### src/design/lir_defines.svh
`ifndef LIR_DEFINES_SVH
`define LIR_DEFINES_SVH

// ------------------------------------------------------------
// parameter numbers (menu * 100 + parameter)
// ------------------------------------------------------------
`define LIR_IDX_IN8_STATE     12'h328
`define LIR_IDX_IN9_STATE     12'h329
`define LIR_IDX_IN10_STATE    12'h32a
`define LIR_IDX_TARGET_BASE   12'h32c
`define LIR_IDX_FIXED_DIS     12'h335
`define LIR_IDX_POL_BASE      12'h336
`define LIR_IDX_JOG_REV_ALLOW 12'h33f
`define LIR_IDX_JOG_FWD_ALLOW 12'h340
`define LIR_IDX_RUN_REV_ALLOW 12'h341
`define LIR_IDX_RUN_FWD_ALLOW 12'h342
`define LIR_IDX_SER_REF_ON    12'h06f
`define LIR_IDX_SER_DIR       12'h070

// ------------------------------------------------------------
// destination codes and limits
// ------------------------------------------------------------
`define LIR_DEST_MAX          11'h7cf
`define LIR_DEST_REF_ON       11'h06f
`define LIR_DEST_DIR          11'h070
`define LIR_DEST_JOG_REV      11'h071
`define LIR_DEST_JOG_FWD      11'h072
`define LIR_DEST_RESET        11'h000
`define LIR_BIT_RESET         1'h0

// ------------------------------------------------------------
// timing
// ------------------------------------------------------------
`define LIR_CLK_HZ            40000000
`define LIR_OFF_DELAY_MS      30
`define LIR_OFF_DELAY_CYCLES  ((`LIR_OFF_DELAY_MS * `LIR_CLK_HZ) / 1000)

`endif

### src/design/lir_pkg.sv
package lir_pkg;

    // ------------------------------------------------------------
    // types
    // ------------------------------------------------------------
    typedef logic [10:0] lir_dest_t;

    // drive commands produced by the block
    typedef struct packed {
        logic ref_on;
        logic reverse;
        logic jog_fwd;
        logic jog_rev;
    } lir_cmd_t;

    // drive-enable supervisor states
    typedef enum logic [2:0] {
        EN_ON   = 3'h1,
        EN_WAIT = 3'h2,
        EN_OFF  = 3'h4
    } lir_en_state_t;

endpackage

### src/design/lir_top.sv
`timescale 1ns/1ps
`include "lir_defines.svh"

module lir_top
    import lir_pkg::*;
#(
    parameter int OFF_CYCLES = `LIR_OFF_DELAY_CYCLES
) (
    // clock and reset
    input  wire logic              i_clock,
    input  wire logic              i_sys_rst,
    // terminals, bit 0 is input two
    input  wire logic [8:0]        i_logic_in,
    input  wire logic              i_drive_enable,
    input  wire logic              i_start_permit,
    input  wire logic              i_run_permit,
    input  wire logic              i_drive_reset,
    // parameter access
    input  wire logic              i_par_wr,
    input  wire logic              i_par_rd,
    input  wire logic [11:0]       i_par_index,
    input  wire logic [10:0]       i_par_wdata,
    output logic      [10:0]       o_par_rdata,
    output logic                   o_par_ack,
    // drive side
    output lir_cmd_t               o_cmd,
    output logic                   o_firing_en,
    output logic                   o_coast_stop,
    output logic                   o_ramp_reset,
    output logic                   o_preramp_zero,
    output logic      [8:0]        o_route_level,
    output lir_dest_t [8:0]        o_route_dest
);

    // ------------------------------------------------------------
    // storage
    // ------------------------------------------------------------
    lir_dest_t [8:0] tgt_q;
    logic      [8:0] pol_q;
    logic            ffd_q;
    logic      [3:0] allow_q;       // jog rev, jog fwd, run rev, run fwd
    logic            ser_ref_q;
    logic            ser_dir_q;
    logic            load_q;
    logic            en_prev_q;
    lir_en_state_t   en_st_q;
    logic      [20:0] cnt_q;
    logic      [8:0] inv;
    logic      [8:0] hit_ref;
    logic      [8:0] hit_dir;
    logic      [8:0] hit_jr;
    logic      [8:0] hit_jf;
    logic      [8:0] wr_tgt;
    logic      [8:0] wr_pol;
    logic            dest_ok;
    logic            rd_tgt_hit;
    logic      [3:0] rd_k;

    assign dest_ok = (i_par_wdata <= `LIR_DEST_MAX);

    // ------------------------------------------------------------
    // per-input polarity, decode and routing hits
    // ------------------------------------------------------------
    for (genvar k = 0; k < 9; k++) begin : g_in
        // inversion first, decode, routing hits and route level see inv; status reads use raw terminals
        assign inv[k]     = i_logic_in[k] ^ pol_q[k];
        assign wr_tgt[k]  = i_par_wr && (i_par_index == `LIR_IDX_TARGET_BASE + 12'(k));
        assign wr_pol[k]  = i_par_wr && (i_par_index == `LIR_IDX_POL_BASE + 12'(k));
        assign hit_ref[k] = inv[k] && (o_route_dest[k] == `LIR_DEST_REF_ON);
        assign hit_dir[k] = inv[k] && (o_route_dest[k] == `LIR_DEST_DIR);
        assign hit_jr[k]  = inv[k] && (o_route_dest[k] == `LIR_DEST_JOG_REV);
        assign hit_jf[k]  = inv[k] && (o_route_dest[k] == `LIR_DEST_JOG_FWD);

        // pending destination, range checked
        always_ff @(posedge i_clock or posedge i_sys_rst) begin
            if (i_sys_rst) begin
                tgt_q[k] <= `LIR_DEST_RESET;
            end else if (wr_tgt[k] && dest_ok) begin
                tgt_q[k] <= i_par_wdata;
            end
        end

        // inversion bit
        always_ff @(posedge i_clock or posedge i_sys_rst) begin
            if (i_sys_rst) begin
                pol_q[k] <= `LIR_BIT_RESET;
            end else if (wr_pol[k]) begin
                pol_q[k] <= i_par_wdata[0];
            end
        end

        // active destination, copied only on reset
        always_ff @(posedge i_clock or posedge i_sys_rst) begin
            if (i_sys_rst) begin
                o_route_dest[k] <= `LIR_DEST_RESET;
            end else if (load_q) begin
                o_route_dest[k] <= tgt_q[k];
            end
        end
    end

    // ------------------------------------------------------------
    // reset-time load of destinations
    // ------------------------------------------------------------
    // set by power-on or drive reset, consumed one cycle later
    always_ff @(posedge i_clock or posedge i_sys_rst) begin
        if (i_sys_rst) begin
            load_q <= 1'h1;
        end else begin
            load_q <= i_drive_reset;
        end
    end

    // ------------------------------------------------------------
    // single-bit parameters
    // ------------------------------------------------------------
    always_ff @(posedge i_clock or posedge i_sys_rst) begin
        if (i_sys_rst) begin
            ffd_q   <= `LIR_BIT_RESET;
            allow_q <= 4'h0;
        end else if (i_par_wr) begin
            case (i_par_index)
                `LIR_IDX_FIXED_DIS:     ffd_q      <= i_par_wdata[0];
                `LIR_IDX_JOG_REV_ALLOW: allow_q[3] <= i_par_wdata[0];
                `LIR_IDX_JOG_FWD_ALLOW: allow_q[2] <= i_par_wdata[0];
                `LIR_IDX_RUN_REV_ALLOW: allow_q[1] <= i_par_wdata[0];
                `LIR_IDX_RUN_FWD_ALLOW: allow_q[0] <= i_par_wdata[0];
                default: ;
            endcase
        end
    end

    // serial run control, accepted only with fixed map off
    always_ff @(posedge i_clock or posedge i_sys_rst) begin
        if (i_sys_rst) begin
            ser_ref_q <= 1'h0;
            ser_dir_q <= 1'h0;
        end else if (i_par_wr && ffd_q) begin
            if (i_par_index == `LIR_IDX_SER_REF_ON) begin
                ser_ref_q <= i_par_wdata[0];
            end
            if (i_par_index == `LIR_IDX_SER_DIR) begin
                ser_dir_q <= i_par_wdata[0];
            end
        end
    end

    // ------------------------------------------------------------
    // parameter read-back, one cycle latency
    // ------------------------------------------------------------
    assign rd_tgt_hit = (i_par_index >= `LIR_IDX_TARGET_BASE)
                        && (i_par_index < `LIR_IDX_TARGET_BASE + 12'h009);
    assign rd_k       = 4'(i_par_index - `LIR_IDX_TARGET_BASE);

    always_ff @(posedge i_clock or posedge i_sys_rst) begin
        if (i_sys_rst) begin
            o_par_rdata <= 11'h000;
            o_par_ack   <= 1'h0;
        end else begin
            o_par_ack <= i_par_rd || i_par_wr;
            if (i_par_rd) begin
                case (i_par_index)
                    `LIR_IDX_IN8_STATE:     o_par_rdata <= {10'h000, i_logic_in[6]};
                    `LIR_IDX_IN9_STATE:     o_par_rdata <= {10'h000, i_logic_in[7]};
                    `LIR_IDX_IN10_STATE:    o_par_rdata <= {10'h000, i_logic_in[8]};
                    `LIR_IDX_FIXED_DIS:     o_par_rdata <= {10'h000, ffd_q};
                    `LIR_IDX_JOG_REV_ALLOW: o_par_rdata <= {10'h000, allow_q[3]};
                    `LIR_IDX_JOG_FWD_ALLOW: o_par_rdata <= {10'h000, allow_q[2]};
                    `LIR_IDX_RUN_REV_ALLOW: o_par_rdata <= {10'h000, allow_q[1]};
                    `LIR_IDX_RUN_FWD_ALLOW: o_par_rdata <= {10'h000, allow_q[0]};
                    `LIR_IDX_SER_REF_ON:    o_par_rdata <= {10'h000, ser_ref_q};
                    `LIR_IDX_SER_DIR:       o_par_rdata <= {10'h000, ser_dir_q};
                    default: begin
                        if (rd_tgt_hit) begin
                            o_par_rdata <= tgt_q[rd_k];
                        end else if ((i_par_index >= `LIR_IDX_POL_BASE)
                                     && (i_par_index < `LIR_IDX_POL_BASE + 12'h009)) begin
                            o_par_rdata <= {10'h000, pol_q[4'(i_par_index - `LIR_IDX_POL_BASE)]};
                        end else begin
                            o_par_rdata <= 11'h000;
                        end
                    end
                endcase
            end
        end
    end

    // ------------------------------------------------------------
    // drive-enable supervisor
    // ------------------------------------------------------------
    always_ff @(posedge i_clock or posedge i_sys_rst) begin
        if (i_sys_rst) begin
            en_st_q     <= EN_OFF;
            cnt_q       <= 21'h000000;
            o_firing_en <= 1'h0;
        end else begin
            case (en_st_q)
                EN_ON: begin
                    if (!i_drive_enable) begin
                        en_st_q <= EN_WAIT;
                        cnt_q   <= 21'h000000;
                    end
                end
                EN_WAIT: begin
                    if (i_drive_enable) begin
                        en_st_q <= EN_ON;
                    end else if (cnt_q == 21'(OFF_CYCLES - 1)) begin
                        en_st_q     <= EN_OFF;
                        o_firing_en <= 1'h0;
                    end else begin
                        cnt_q <= cnt_q + 21'h000001;
                    end
                end
                EN_OFF: begin
                    if (i_drive_enable) begin
                        en_st_q     <= EN_ON;
                        o_firing_en <= 1'h1;
                    end
                end
                default: begin
                    en_st_q     <= EN_OFF;
                    o_firing_en <= 1'h0;
                end
            endcase
        end
    end

    // coast stop and ramp reset when enable drops while running
    always_ff @(posedge i_clock or posedge i_sys_rst) begin
        if (i_sys_rst) begin
            en_prev_q    <= 1'h0;
            o_coast_stop <= 1'h0;
            o_ramp_reset <= 1'h0;
        end else begin
            en_prev_q    <= i_drive_enable;
            o_coast_stop <= en_prev_q && !i_drive_enable && o_cmd.ref_on;
            o_ramp_reset <= en_prev_q && !i_drive_enable && o_cmd.ref_on;
        end
    end

    // ------------------------------------------------------------
    // command generation
    // ------------------------------------------------------------
    always_ff @(posedge i_clock or posedge i_sys_rst) begin
        if (i_sys_rst) begin
            o_cmd          <= '0;
            o_preramp_zero <= 1'h1;
            o_route_level  <= 9'h000;
        end else begin
            o_preramp_zero <= !i_start_permit;
            o_route_level  <= inv;
            // nothing runs while the enable terminal is open
            if (!i_start_permit || !i_drive_enable) begin
                o_cmd.ref_on <= 1'h0;
                o_cmd.jog_rev <= 1'h0;
                o_cmd.jog_fwd <= 1'h0;
            end else if (!ffd_q) begin
                o_cmd.jog_rev <= inv[0];
                o_cmd.jog_fwd <= inv[1];
                if (inv[2] || inv[3]) begin
                    o_cmd.ref_on  <= 1'h1;
                    o_cmd.reverse <= inv[2];
                end
            end else begin
                // fixed map off: routed inputs and serial writes only
                o_cmd.jog_rev <= allow_q[3] && (|hit_jr);
                o_cmd.jog_fwd <= allow_q[2] && (|hit_jf);
                o_cmd.reverse <= ser_dir_q || (|hit_dir);
                o_cmd.ref_on  <= (ser_ref_q || ((|hit_ref) && i_run_permit))
                                 && ((ser_dir_q || (|hit_dir)) ? allow_q[1] : allow_q[0]);
            end
        end
    end
endmodule // lir_top

### config.mk
export PLATFORM = sky130hd
export DESIGN_NAME = lir_top
export DESIGN_NICKNAME = d
export VERILOG_FILES = /design/src/design/lir_pkg.sv /design/src/design/lir_top.sv
export VERILOG_INCLUDE_DIRS = /design/src /design/src/design
export SDC_FILE = /design/constraint.sdc
export NUM_CORES = 1
export LEC_CHECK = 0
export ABC_CLOCK_PERIOD_IN_PS = 22300
export BUFFER_PORTS_ARGS = -buffer_cell sky130_fd_sc_hd__buf_2
export CAP_MARGIN = 20
export CORE_MARGIN = 1.5
export CORE_UTILIZATION = 47
export CTS_CLUSTER_DIAMETER = 120
export CTS_CLUSTER_SIZE = 14
export DETAILED_ROUTE_END_ITERATION = 10
export GPL_TIMING_DRIVEN = 0
export MAX_ROUTING_LAYER = met4
export PLACE_DENSITY = 0.68
export SLEW_MARGIN = 20
export SYNTH_ARGS = -nofsm -noshare
export SYNTH_HDL_FRONTEND = slang
export SYNTH_SLANG_ARGS = --single-unit
### constraint.sdc
create_clock -name i_clock -period 22.3 [get_ports i_clock]
set_input_delay 2.23 -clock i_clock [delete_from_list [all_inputs] [get_ports i_clock]]
set_output_delay 2.23 -clock i_clock [all_outputs]
set_load 0.01 [all_outputs]
==> results of run 1 <==
-- layout make-up --
cell class,instances,area [um2]
fill,2307,11600
timing repair buffer,164,888
buffer,51,213
tap,335,419
multi-input combinational,652,5560
clock inverter,1,16.3
sequential,268,6710
clock buffer,30,602
inverter,39,154
-- worst paths after layout --
kind                                     to  slack, ns  depth (start not counted)
max                          o_par_rdata[3]      17.92                          7
min                            o_ramp_reset       0.49                          2
max reg2reg                        o_cmd[3]      19.41                          5
min reg2reg                    o_ramp_reset       0.49                          2
max in group asynchronous            load_q      19.42                          4
min in group asynchronous  o_route_level[7]       1.72                          2
-- registers in the layout, summed over array words and instances (netlist names) --
name / count
o_firing_en: 1
en_st_q: 3
ser_dir_q: 1
pol_q: 9
o_par_rdata: 11
load_q: 1
o_par_ack: 1
o_route_dest: 99
o_preramp_zero: 1
o_cmd: 4
o_route_level: 9
ser_ref_q: 1
tgt_q: 99
allow_q: 4
o_ramp_reset: 1
ffd_q: 1
cnt_q: 21
en_prev_q: 1
-- per-stage QoR --
step | area (um2) | cells | util, % | setup slack, ns
2_1_floorplan | 12600 | 1010 | - | 12.69
3_5_place_dp | 13900 | 1509 | 53.2 | 17.41
3_3_place_gp | 13900 | 1506 | 52.9 | 9.66
6_report | 14600 | 1540 | 55.6 | 17.92
4_1_cts | 14600 | 1540 | 55.6 | 17.94
5_1_grt | 14600 | 1540 | 55.6 | 17.86
-- report_power, final --
| group | leakage (uW) | switching, uW | internal [uW] |
|---|---|---|---|
| clock network | 0.000299 | 176 | 188 |
| registers | 0.00367 | 8.74 | 496 |
| logic | 0.00312 | 56.3 | 28.8 |
| total | 0.00709 | 241 | 713 |
-- layer usage --
layer / share of wire (%) / wire length (um) / track usage [%]
met5: 0 / 0 / -
met4: 2.9 / 1090 / 8.74
met3: 6.8 / 2540 / 5.06
met2: 46 / 17100 / 42.3
met1: 44 / 16500 / 38.5
-- cells by family after synthesis --
family / after synthesis
buffers and inverters: 90
xor gates and xnor gates: 23
muxes: 235
AOI/OAI and AO/OA: 116
adders and majority gates: 6
and+or+nand+nor: 272
DFF: 268
-- critical path, stage by stage --
cell      delay, ns
buf_2          0.10
buf_2          0.27
buf_1          0.59
clkbuf_1       0.65
mux4_2         0.46
a22oi_1        0.33
o22ai_1        0.11
-- cells in the final DEF (no fill, tap or decap), types with 5 or more instances in the layout --
cell / netlist / routed
ha_1: 6 / 6
inv_1: 39 / 38
mux2_2: 206 / 206
nand4_1: 24 / 24
mux2i_1: 5 / 5
nor2b_1: 10 / 10
dfrtp_1: 265 / 265
and3_1: 9 / 9
nor3_1: 12 / 12
nor3b_1: 11 / 11
and2_1: 8 / 8
nor4bb_1: 8 / 8
mux4_2: 24 / 24
o21ai_0: 25 / 25
clkbuf_1: 28 / 35
buf_1: 8 / 8
buf_2: 14 / 175
clkbuf_16: 0 / 23
nor2_1: 49 / 49
nor4b_1: 10 / 10
nor4_1: 6 / 6
nand2b_1: 8 / 8
o22ai_1: 13 / 13
nand4b_1: 9 / 9
o32ai_1: 5 / 5
a21oi_1: 11 / 11
xor2_1: 17 / 17
xnor2_1: 6 / 6
nand2_1: 54 / 54
o2111ai_1: 5 / 5
nand3_1: 32 / 32
a22oi_1: 12 / 12
a211oi_1: 5 / 5
==> qor.csv, run 1 <==
metric,value,unit
via count,9254,
vias in the first global route,9155,
CP Class,primary input to register,
adder-cell share of the synthesized area,0.594,%
worst reg2reg path startpoint,o_route_dest[7],
number of distinct library cells after synthesis,70,
DRT iter0 DRCs,826,
Hold WS,0.488,ns
die area,27900,um2
Critical Path Source,i_par_index[1],
CTS Sinks,268,
Worst setup SP type,primary input,
CP Capture Type,register,
Port Buffers,161,
syn avg cell area,12.5,um2
Synth top area share,52.5,%
post-DR wirelength/cell,24.2,um
Tot Pwr,954,uW
PD cells,65.5,nW/um2
antenna violations before repair,0,
CTS tree,yes,
main combinational cell family by area after synthesis,multiplexers,
Slew headroom,25.6,%
Synth Area in Simple Gates,12.2,%
H-tree levels,1,
XOR/XNOR Fraction of Synth Area,1.60,%
Final Max Tran Viols,0,
final hold violation count,0,
DRC Markers,0,
number of setup violations in the final report,0,
"EDFF count, synth",0,
I/O Pins,168,
Post-CTS Resized,0,
first-pass GRT wire length,57000,um
clock skew,0.0182,ns
ys async rst share,100,%
Synth Area in Compound Gates,6.59,%
"area leader, netlist",dfrtp_1,
P&R area growth vs syn,15.3,%
P_leak,0.00709,uW
Post-Syn Nets,1056,
Chip Width,167,um
Clock Root Buffer,clkbuf_16,
Die Height,167,um
"Seq/Total Area, Yosys",53.1,%
top-count cell post-synth,dfrtp_1,
GRT Util Overall,28.0,%
Worst Hold Class,register to register,
share of layout cells above drive strength 1,37.8,%
Least-Margin Pin Slew,1.10,ns
clock latency on the worst-skew pair,0.52,ns
ANT cells,0,
Worst EP required,22.68,ns
ys flop type,dfrtp_1,
Max Cap Viol,0,
crit path time final,4.38,ns
Max clock buf depth,3,
fmax,228,MHz
drt pass-1 iters,5,
cts hold-fix bufs,0,
mux share of post-synthesis cell area,23.0,%
Final Cycle Share,19.6,%
Post-Syn Area,12600,um2
synth top area cells,"dfrtp_1, mux2_2, mux4_2",
clock-pin slew on the worst setup and hold paths,0.06,ns
Cells after Synth,1010,
largest net degree at the start of global routing,91,
TritonCTS buffer count,23,
nets,1245,
site row count,59,
worst path arrival time,4.75,ns
core area,26200,um2
Final TNS setup,0,ns
Post-synth top cells,"dfrtp_1, mux2_2, nand2_1",
routability-driven placement congestion ratio,0.939,
#FFs+latches synth,268,
synth warn,0,
status,"finished, final reports clean",
global route total overflow,0,
"critical path fanouts, max",10,
vias per inst,6.01,
"IR drop worst, VDD",0.0000454,V
RSZ-0062 raised after global routing,no,
DRT Wirelength,37300,um
Post-DRT Antenna Nets,0,
number of buffers inserted to repair setup after CTS,0,
min-delay src,en_prev_q,
initial core utilization,48.2,%
Detail Placement HPWL,27600,um
(Power assumes the default switching activity.)
==> run 2, diff against run 1 <==
--- a/config.mk
+++ b/config.mk
@@ -6,7 +6,7 @@
 export SDC_FILE = /design/constraint.sdc
 export NUM_CORES = 1
 export LEC_CHECK = 0
-export ABC_CLOCK_PERIOD_IN_PS = 22300
+export ABC_CLOCK_PERIOD_IN_PS = 4300
 export BUFFER_PORTS_ARGS = -buffer_cell sky130_fd_sc_hd__buf_2
 export CAP_MARGIN = 20
 export CORE_MARGIN = 1.5
==> constraint.sdc (replaced) <==
create_clock -name i_clock -period 4.3 [get_ports i_clock]
set_input_delay 0.43 -clock i_clock [delete_from_list [all_inputs] [get_ports i_clock]]
set_output_delay 0.43 -clock i_clock [all_outputs]
set_load 0.01 [all_outputs]
==> run 2 against run 1 <==
Net effect: die area stayed put; critical path depth is 2 lower; worst hold slack worse by 0.48 ns; sequential power grew to 5.2 times the previous value; largest cell class unchanged; highest routed layer unchanged.
==> qor.csv, run 2 (synthesized netlist as in run 1, its figures left out) <==
metric,value,unit,change
Final TNS setup,0,ns,unchanged
via count,9341,,+0.94%
FF-to-FF End,o_cmd[3],,
DRT iter0 DRCs,803,,-2.8%
TritonCTS buffer count,23,,unchanged
routability-driven placement congestion ratio,0.948,,+0.93%
GRT Util Overall,27.9,%,-0.066 points
I/O Pins,168,,unchanged
Detail Placement HPWL,27700,um,+0.63%
Fillers,2275,,-1.4%
vias per inst,6.00,,-0.16%
CTS Sinks,268,,unchanged
status,"finished, final reports clean",,
most frequent cells in the layout,"dfrtp_1, mux2_2, buf_2",,
largest net degree at the start of global routing,35,,-62%
Max Cap Viol,0,,unchanged
ANT cells,0,,unchanged
Int Pwr,3740,uW,+430%
vias in the first global route,9271,,+1.3%
clock-pin slew on the worst setup and hold paths,0.08,ns,+0.02 ns
clock network power share,38.8,%,+0.6 points
worst path cell trace,"nor4b_1, nand3_1, o311ai_0, o21ai_0, a22oi_1",,
post-DR wirelength/cell,23.9,um,-1.2%
fin area,14700,um2,+1.1%
Critical Path End,o_cmd[3],,
Tot Pwr,5030,uW,+430%
DRT Wirelength,37300,um,about the same
Least-Margin Pin Slew,1.05,ns,-0.0511 ns
Post-Place Cell Area,14100,um2,+0.78%
PD cells,342,nW/um2,+420%
site row count,59,,unchanged
Max clock buf depth,3,,unchanged
worst reg2reg path startpoint,o_route_dest[8],,
setup ws final,1.49,ns,-16.43 ns
routing usage on met1,37.6,%,-0.86 points
Seq pwr share,52.1,%,-0.8 points
worst slack at placement,1.20,ns,-16.21 ns
GR Util met2,42.5,%,+0.20 points
final hold violation count,0,,unchanged
global route total overflow,0,,unchanged
CP Class,register to register,,
Net Sw Power,1290,uW,+430%
Worst Hold Class,primary input to async pin,,
"IR drop worst, VDD",0.000253,V,+460%
antenna violations before repair,0,,unchanged
GR peak layer,met2,,
global-route track usage on met3,5.73,%,+0.67 points
clock skew,0.0195,ns,+0.00124 ns
share of layout cells above drive strength 1,37.9,%,+0.046 points
number of setup violations in the final report,0,,unchanged
nets,1252,,+0.56%
clock latency on the worst-skew pair,0.54,ns,+0.02 ns
core area,26200,um2,unchanged
Post-DRT Antenna Nets,0,,unchanged
Post-CTS Resized,0,,unchanged
Port Buffers,161,,unchanged
first-pass GRT wire length,56600,um,-0.73%
Critical Path Source,o_route_dest[8],,
Final Max Tran Viols,0,,unchanged
"most common cell after layout, fill and taps aside",dfrtp_1,,
CTS tree,yes,,
CP Capture Type,register,,
"critical path fanouts, max",3,,-7
P&R area growth vs syn,16.6,%,
worst path arrival time,3.25,ns,-1.50 ns
Clock Root Buffer,clkbuf_16,,
P_leak,0.00715,uW,+0.94%
"reg-to-reg slack, setup",1.49,ns,-17.92 ns
DRC Markers,0,,unchanged
drt pass-1 iters,7,,+2
top flop regs,"o_route_dest: 99 flops, tgt_q: 99 flops, cnt_q: 21 flops",,
switching share of power,25.6,%,+0.28 points
crit path time final,2.81,ns,
Chip Width,167,um,unchanged
Worst EP required,4.74,ns,-17.94 ns
fmax,355,MHz,
R2R depth,5,,unchanged
H-tree levels,1,,unchanged
initial core utilization,48.2,%,unchanged
RSZ-0062 raised after global routing,no,,
die area,27900,um2,unchanged
Comb pwr share,9.1,%,+0.2 points
"slowest stage cell, crit path",o311ai_0,,
Worst setup SP type,register,,
Slew headroom,29.0,%,+3.4 points
Die Height,167,um,unchanged
CP max stage delay,0.92,ns,+0.27 ns
Final Cycle Share,65.4,%,
==> run 2: stage by stage <==
stage	cells	hold WS, ns	utilization [%]
after global routing	1557	0.0513	56.2
after detailed placement	1515	0.459	53.6
final	1557	0.0130	56.2
after floorplan	1010	0.434	-
after CTS	1557	0.0245	56.2
after global placement	1506	0.458	52.9
==> run 2: worst min path at each step <==
stage / cells past startpoint / end
2_1_floorplan: 0 / load_q
3_3_place_gp: 2 / o_ramp_reset
3_5_place_dp: 2 / o_ramp_reset
4_1_cts: 2 / o_par_ack
5_1_grt: 2 / o_route_level[7]
6_report: 2 / o_par_ack
==> run 2: power by group through the flow <==
| stage | Sequential (uW) | Combinational [uW] | Clock (uW) |
|---|---|---|---|
| 2_1_floorplan | 2660 | 274 | 0 |
| 3_3_place_gp | 2670 | 427 | 0 |
| 3_5_place_dp | 2670 | 455 | 0 |
| 4_1_cts | 2620 | 459 | 1980 |
| 5_1_grt | 2620 | 505 | 2080 |
| 6_report | 2620 | 457 | 1950 |
==> run 2: cell type report <==
cell class	instances	area [um2]	share of cell area [%]
plain buffers	51	213	1.44
inverters	39	150	1.02
flip-flops and latches	268	6710	45.6
repair buffers	171	1010	6.87
clock buffers	39	636	4.32
well taps	335	419	2.85
clock inverters	2	25.0	0.170
multi-input cells	652	5560	37.8
==> run 2: routing by layer <==
metal | vias up | part of all wire, %
met5 | - | 0
met4 | 0 | 3.3
met3 | 59 | 7.8
met2 | 373 | 46
met1 | 4768 | 43
li1 | 4141 | -
==> run 2: what timing repair did <==
action,in CTS,in global routing
buffers inserted,0,0
endpoints found under the setup margin,0,0
hold buffers,1,0
hold endpoints to repair,1,0
==> run 2: worst max-delay path, delay by kind of cell, from the launching register on <==
family           cells  cell delay (ns)
AO/OA/AOI/OAI        3             1.32
AND/OR/NAND/NOR      2             1.00
flip-flops           1             0.40
==> run 3, diff against run 2 <==
--- a/config.mk
+++ b/config.mk
@@ -6,7 +6,7 @@
 export SDC_FILE = /design/constraint.sdc
 export NUM_CORES = 1
 export LEC_CHECK = 0
-export ABC_CLOCK_PERIOD_IN_PS = 4300
+export ABC_CLOCK_PERIOD_IN_PS = 2250
 export BUFFER_PORTS_ARGS = -buffer_cell sky130_fd_sc_hd__buf_2
 export CAP_MARGIN = 20
 export CORE_MARGIN = 1.5
@@ -16,7 +16,7 @@
 export DETAILED_ROUTE_END_ITERATION = 10
 export GPL_TIMING_DRIVEN = 0
 export MAX_ROUTING_LAYER = met4
-export PLACE_DENSITY = 0.68
+export PLACE_DENSITY = 0.71
 export SLEW_MARGIN = 20
 export SYNTH_ARGS = -nofsm -noshare
 export SYNTH_HDL_FRONTEND = slang
==> constraint.sdc (replaced) <==
create_clock -name i_clock -period 2.25 [get_ports i_clock]
set_input_delay 0.225 -clock i_clock [delete_from_list [all_inputs] [get_ports i_clock]]
set_output_delay 0.225 -clock i_clock [all_outputs]
set_load 0.01 [all_outputs]
==> run 3 against run 2 <==
Net effect: sequential share of layout area is 1.0 points lower; flip-flop and latch count stayed put; largest cell class unchanged; largest power group unchanged; clock skew is 0.0074 ns higher.
==> qor.csv, run 3 (synthesized netlist as in run 1, its figures left out) <==
metric,value,unit,change
status,"finished, final reports clean",,
number of setup violations in the final report,0,,unchanged
global route total overflow,0,,unchanged
Final TNS setup,0,ns,unchanged
Worst setup SP type,register,,
ANT cells,0,,unchanged
Die Height,167,um,unchanged
H-tree levels,1,,unchanged
Clock Root Buffer,clkbuf_16,,
PD cells,644,nW/um2,+89%
Seq pwr share,51.6,%,-0.5 points
CP max stage delay,0.57,ns,-0.35 ns
worst path arrival time,2.59,ns,-0.66 ns
drt pass-1 iters,5,,-2
Max Cap Viol,0,,unchanged
Critical Path Source,cnt_q[12],,
Chip Width,167,um,unchanged
CTS tree,yes,,
DRT iter0 DRCs,864,,+7.6%
P_leak,0.00726,uW,+1.5%
GRT Util Overall,28.1,%,+0.18 points
CP Class,register to register,,
Net Sw Power,2520,uW,+96%
Final Cycle Share,97.6,%,+32 points
Slew headroom,35.7,%,+6.6 points
RSZ-0062 raised after global routing,yes,,
DRC Markers,0,,unchanged
CP Capture Type,register,,
initial core utilization,48.2,%,unchanged
final hold violation count,0,,unchanged
I/O Pins,168,,unchanged
routability-driven placement congestion ratio,0.952,,+0.41%
Post-Layout Cell Count,1570,,+0.83%
vias in the first global route,9340,,+0.74%
via count,9512,,+1.8%
core area,26200,um2,unchanged
Max clock buf depth,3,,unchanged
DRT Wirelength,37900,um,+1.7%
Detail Placement HPWL,28000,um,+1.2%
"most common cell after layout, fill and taps aside",dfrtp_1,,
Least-Margin Pin Slew,0.965,ns,-0.0861 ns
clock-pin slew on the worst setup and hold paths,0.07,ns,about the same
clock network power share,38.6,%,-0.2 points
worst path cell trace,"or4bb_4, nor4_4, buf_4, nand2_2, o211ai_2, o21ai_1, a311o_1",,
Worst EP required,2.65,ns,-2.09 ns
min-delay src,i_logic_in[3],,
P&R area growth vs syn,19.3,%,
TritonCTS buffer count,23,,unchanged
clock latency on the worst-skew pair,0.54,ns,about the same
worst reg2reg path startpoint,cnt_q[12],,
Cells after DPL,1516,,+0.066%
Port Buffers,161,,unchanged
top flop regs,"o_route_dest: 99 flops, tgt_q: 99 flops, cnt_q: 21 flops",,
switching share of power,25.9,%,+0.35 points
nets,1265,,+1.0%
Final Max Tran Viols,0,,unchanged
site row count,59,,unchanged
Worst Hold Class,primary input to register,,
Post-DRT Antenna Nets,0,,unchanged
"critical path fanouts, max",4,,+1
die area,27900,um2,unchanged
largest net degree at the start of global routing,33,,-5.7%
crit path time final,2.20,ns,-0.616 ns
CTS Sinks,268,,unchanged
Int Pwr,7190,uW,+92%
first-pass GRT wire length,57600,um,+1.7%
post-DR wirelength/cell,24.1,um,+0.82%
"IR drop worst, VDD",0.000594,V,+130%
fmax,455,MHz,+28%
antenna violations before repair,0,,unchanged
Hold WS,0.0106,ns,-0.00241 ns
share of layout cells above drive strength 1,40.6,%,+2.8 points
"reg-to-reg slack, setup",0.05,ns,-1.43 ns
vias per inst,6.06,,+0.99%
"slowest stage cell, crit path",or4bb_4,,
Tot Pwr,9710,uW,+93%
clock skew,0.0269,ns,+0.00737 ns
most frequent cells in the layout,"dfrtp_1, mux2_2, buf_2",,
Comb pwr share,9.8,%,+0.7 points
-- run 3: cell type report --
type	instances	area, um2
tap	335	419
timing repair buffer	185	1140
sequential	268	6710
fill	2181	11100
multi-input combinational	652	5770
clock inverter	2	25.0
inverter	39	150
buffer	50	218
clock buffer	39	636
-- run 3: critical path: cells and delay by family, from the launching register on --
family                 cells  cell delay (ns)
and+or+nand+nor            3             0.95
DFF                        1             0.41
AOI/OAI and AO/OA          3             0.53
buffers and inverters      1             0.17
-- run 3: final timing paths --
check                      cells past startpoint                to
setup / recovery                               7       o_firing_en
hold / removal                                 2  o_route_level[3]
setup reg to reg                               7       o_firing_en
hold reg to reg                                2      o_ramp_reset
max in group asynchronous                      7         tgt_q[70]
min in group asynchronous                      4  o_route_level[6]
-- run 3: layer usage --
layer | vias to the layer above | part of all wire [%] | track usage (%)
met5 | - | 0 | -
met4 | 0 | 3.0 | 9.09
met3 | 56 | 7.1 | 4.61
met2 | 392 | 47 | 43.0
met1 | 4928 | 43 | 38.3
li1 | 4136 | - | -
-- run 3: through the flow --
step / utilization [%] / instance area, um2 / setup slack (ns)
detailed placement: 53.7 / 14100 / -0.566
finish: 57.5 / 15100 / 0.0529
floorplan: - / 12600 / -1.51
CTS: 56.8 / 14900 / -0.0277
global route: 57.5 / 15100 / -0.0257
global placement: 52.9 / 13900 / -3.12
-- run 3: power groups by stage --
| stage | Sequential, uW | Combinational (uW) | Clock, uW |
|---|---|---|---|
| after floorplan | 5090 | 524 | 0 |
| after global placement | 5100 | 813 | 0 |
| after detailed placement | 5100 | 872 | 0 |
| after CTS | 5000 | 906 | 3780 |
| after global routing | 5020 | 1050 | 3950 |
| final | 5000 | 954 | 3750 |
-- run 3: what timing repair did --
item	4_1_cts	5_1_grt
pin swaps	0	8
gates resized for setup	20	24
buffers inserted	0	7
hold buffers	7	0
hold endpoints to repair	67	0
endpoints found under the setup margin	57	35
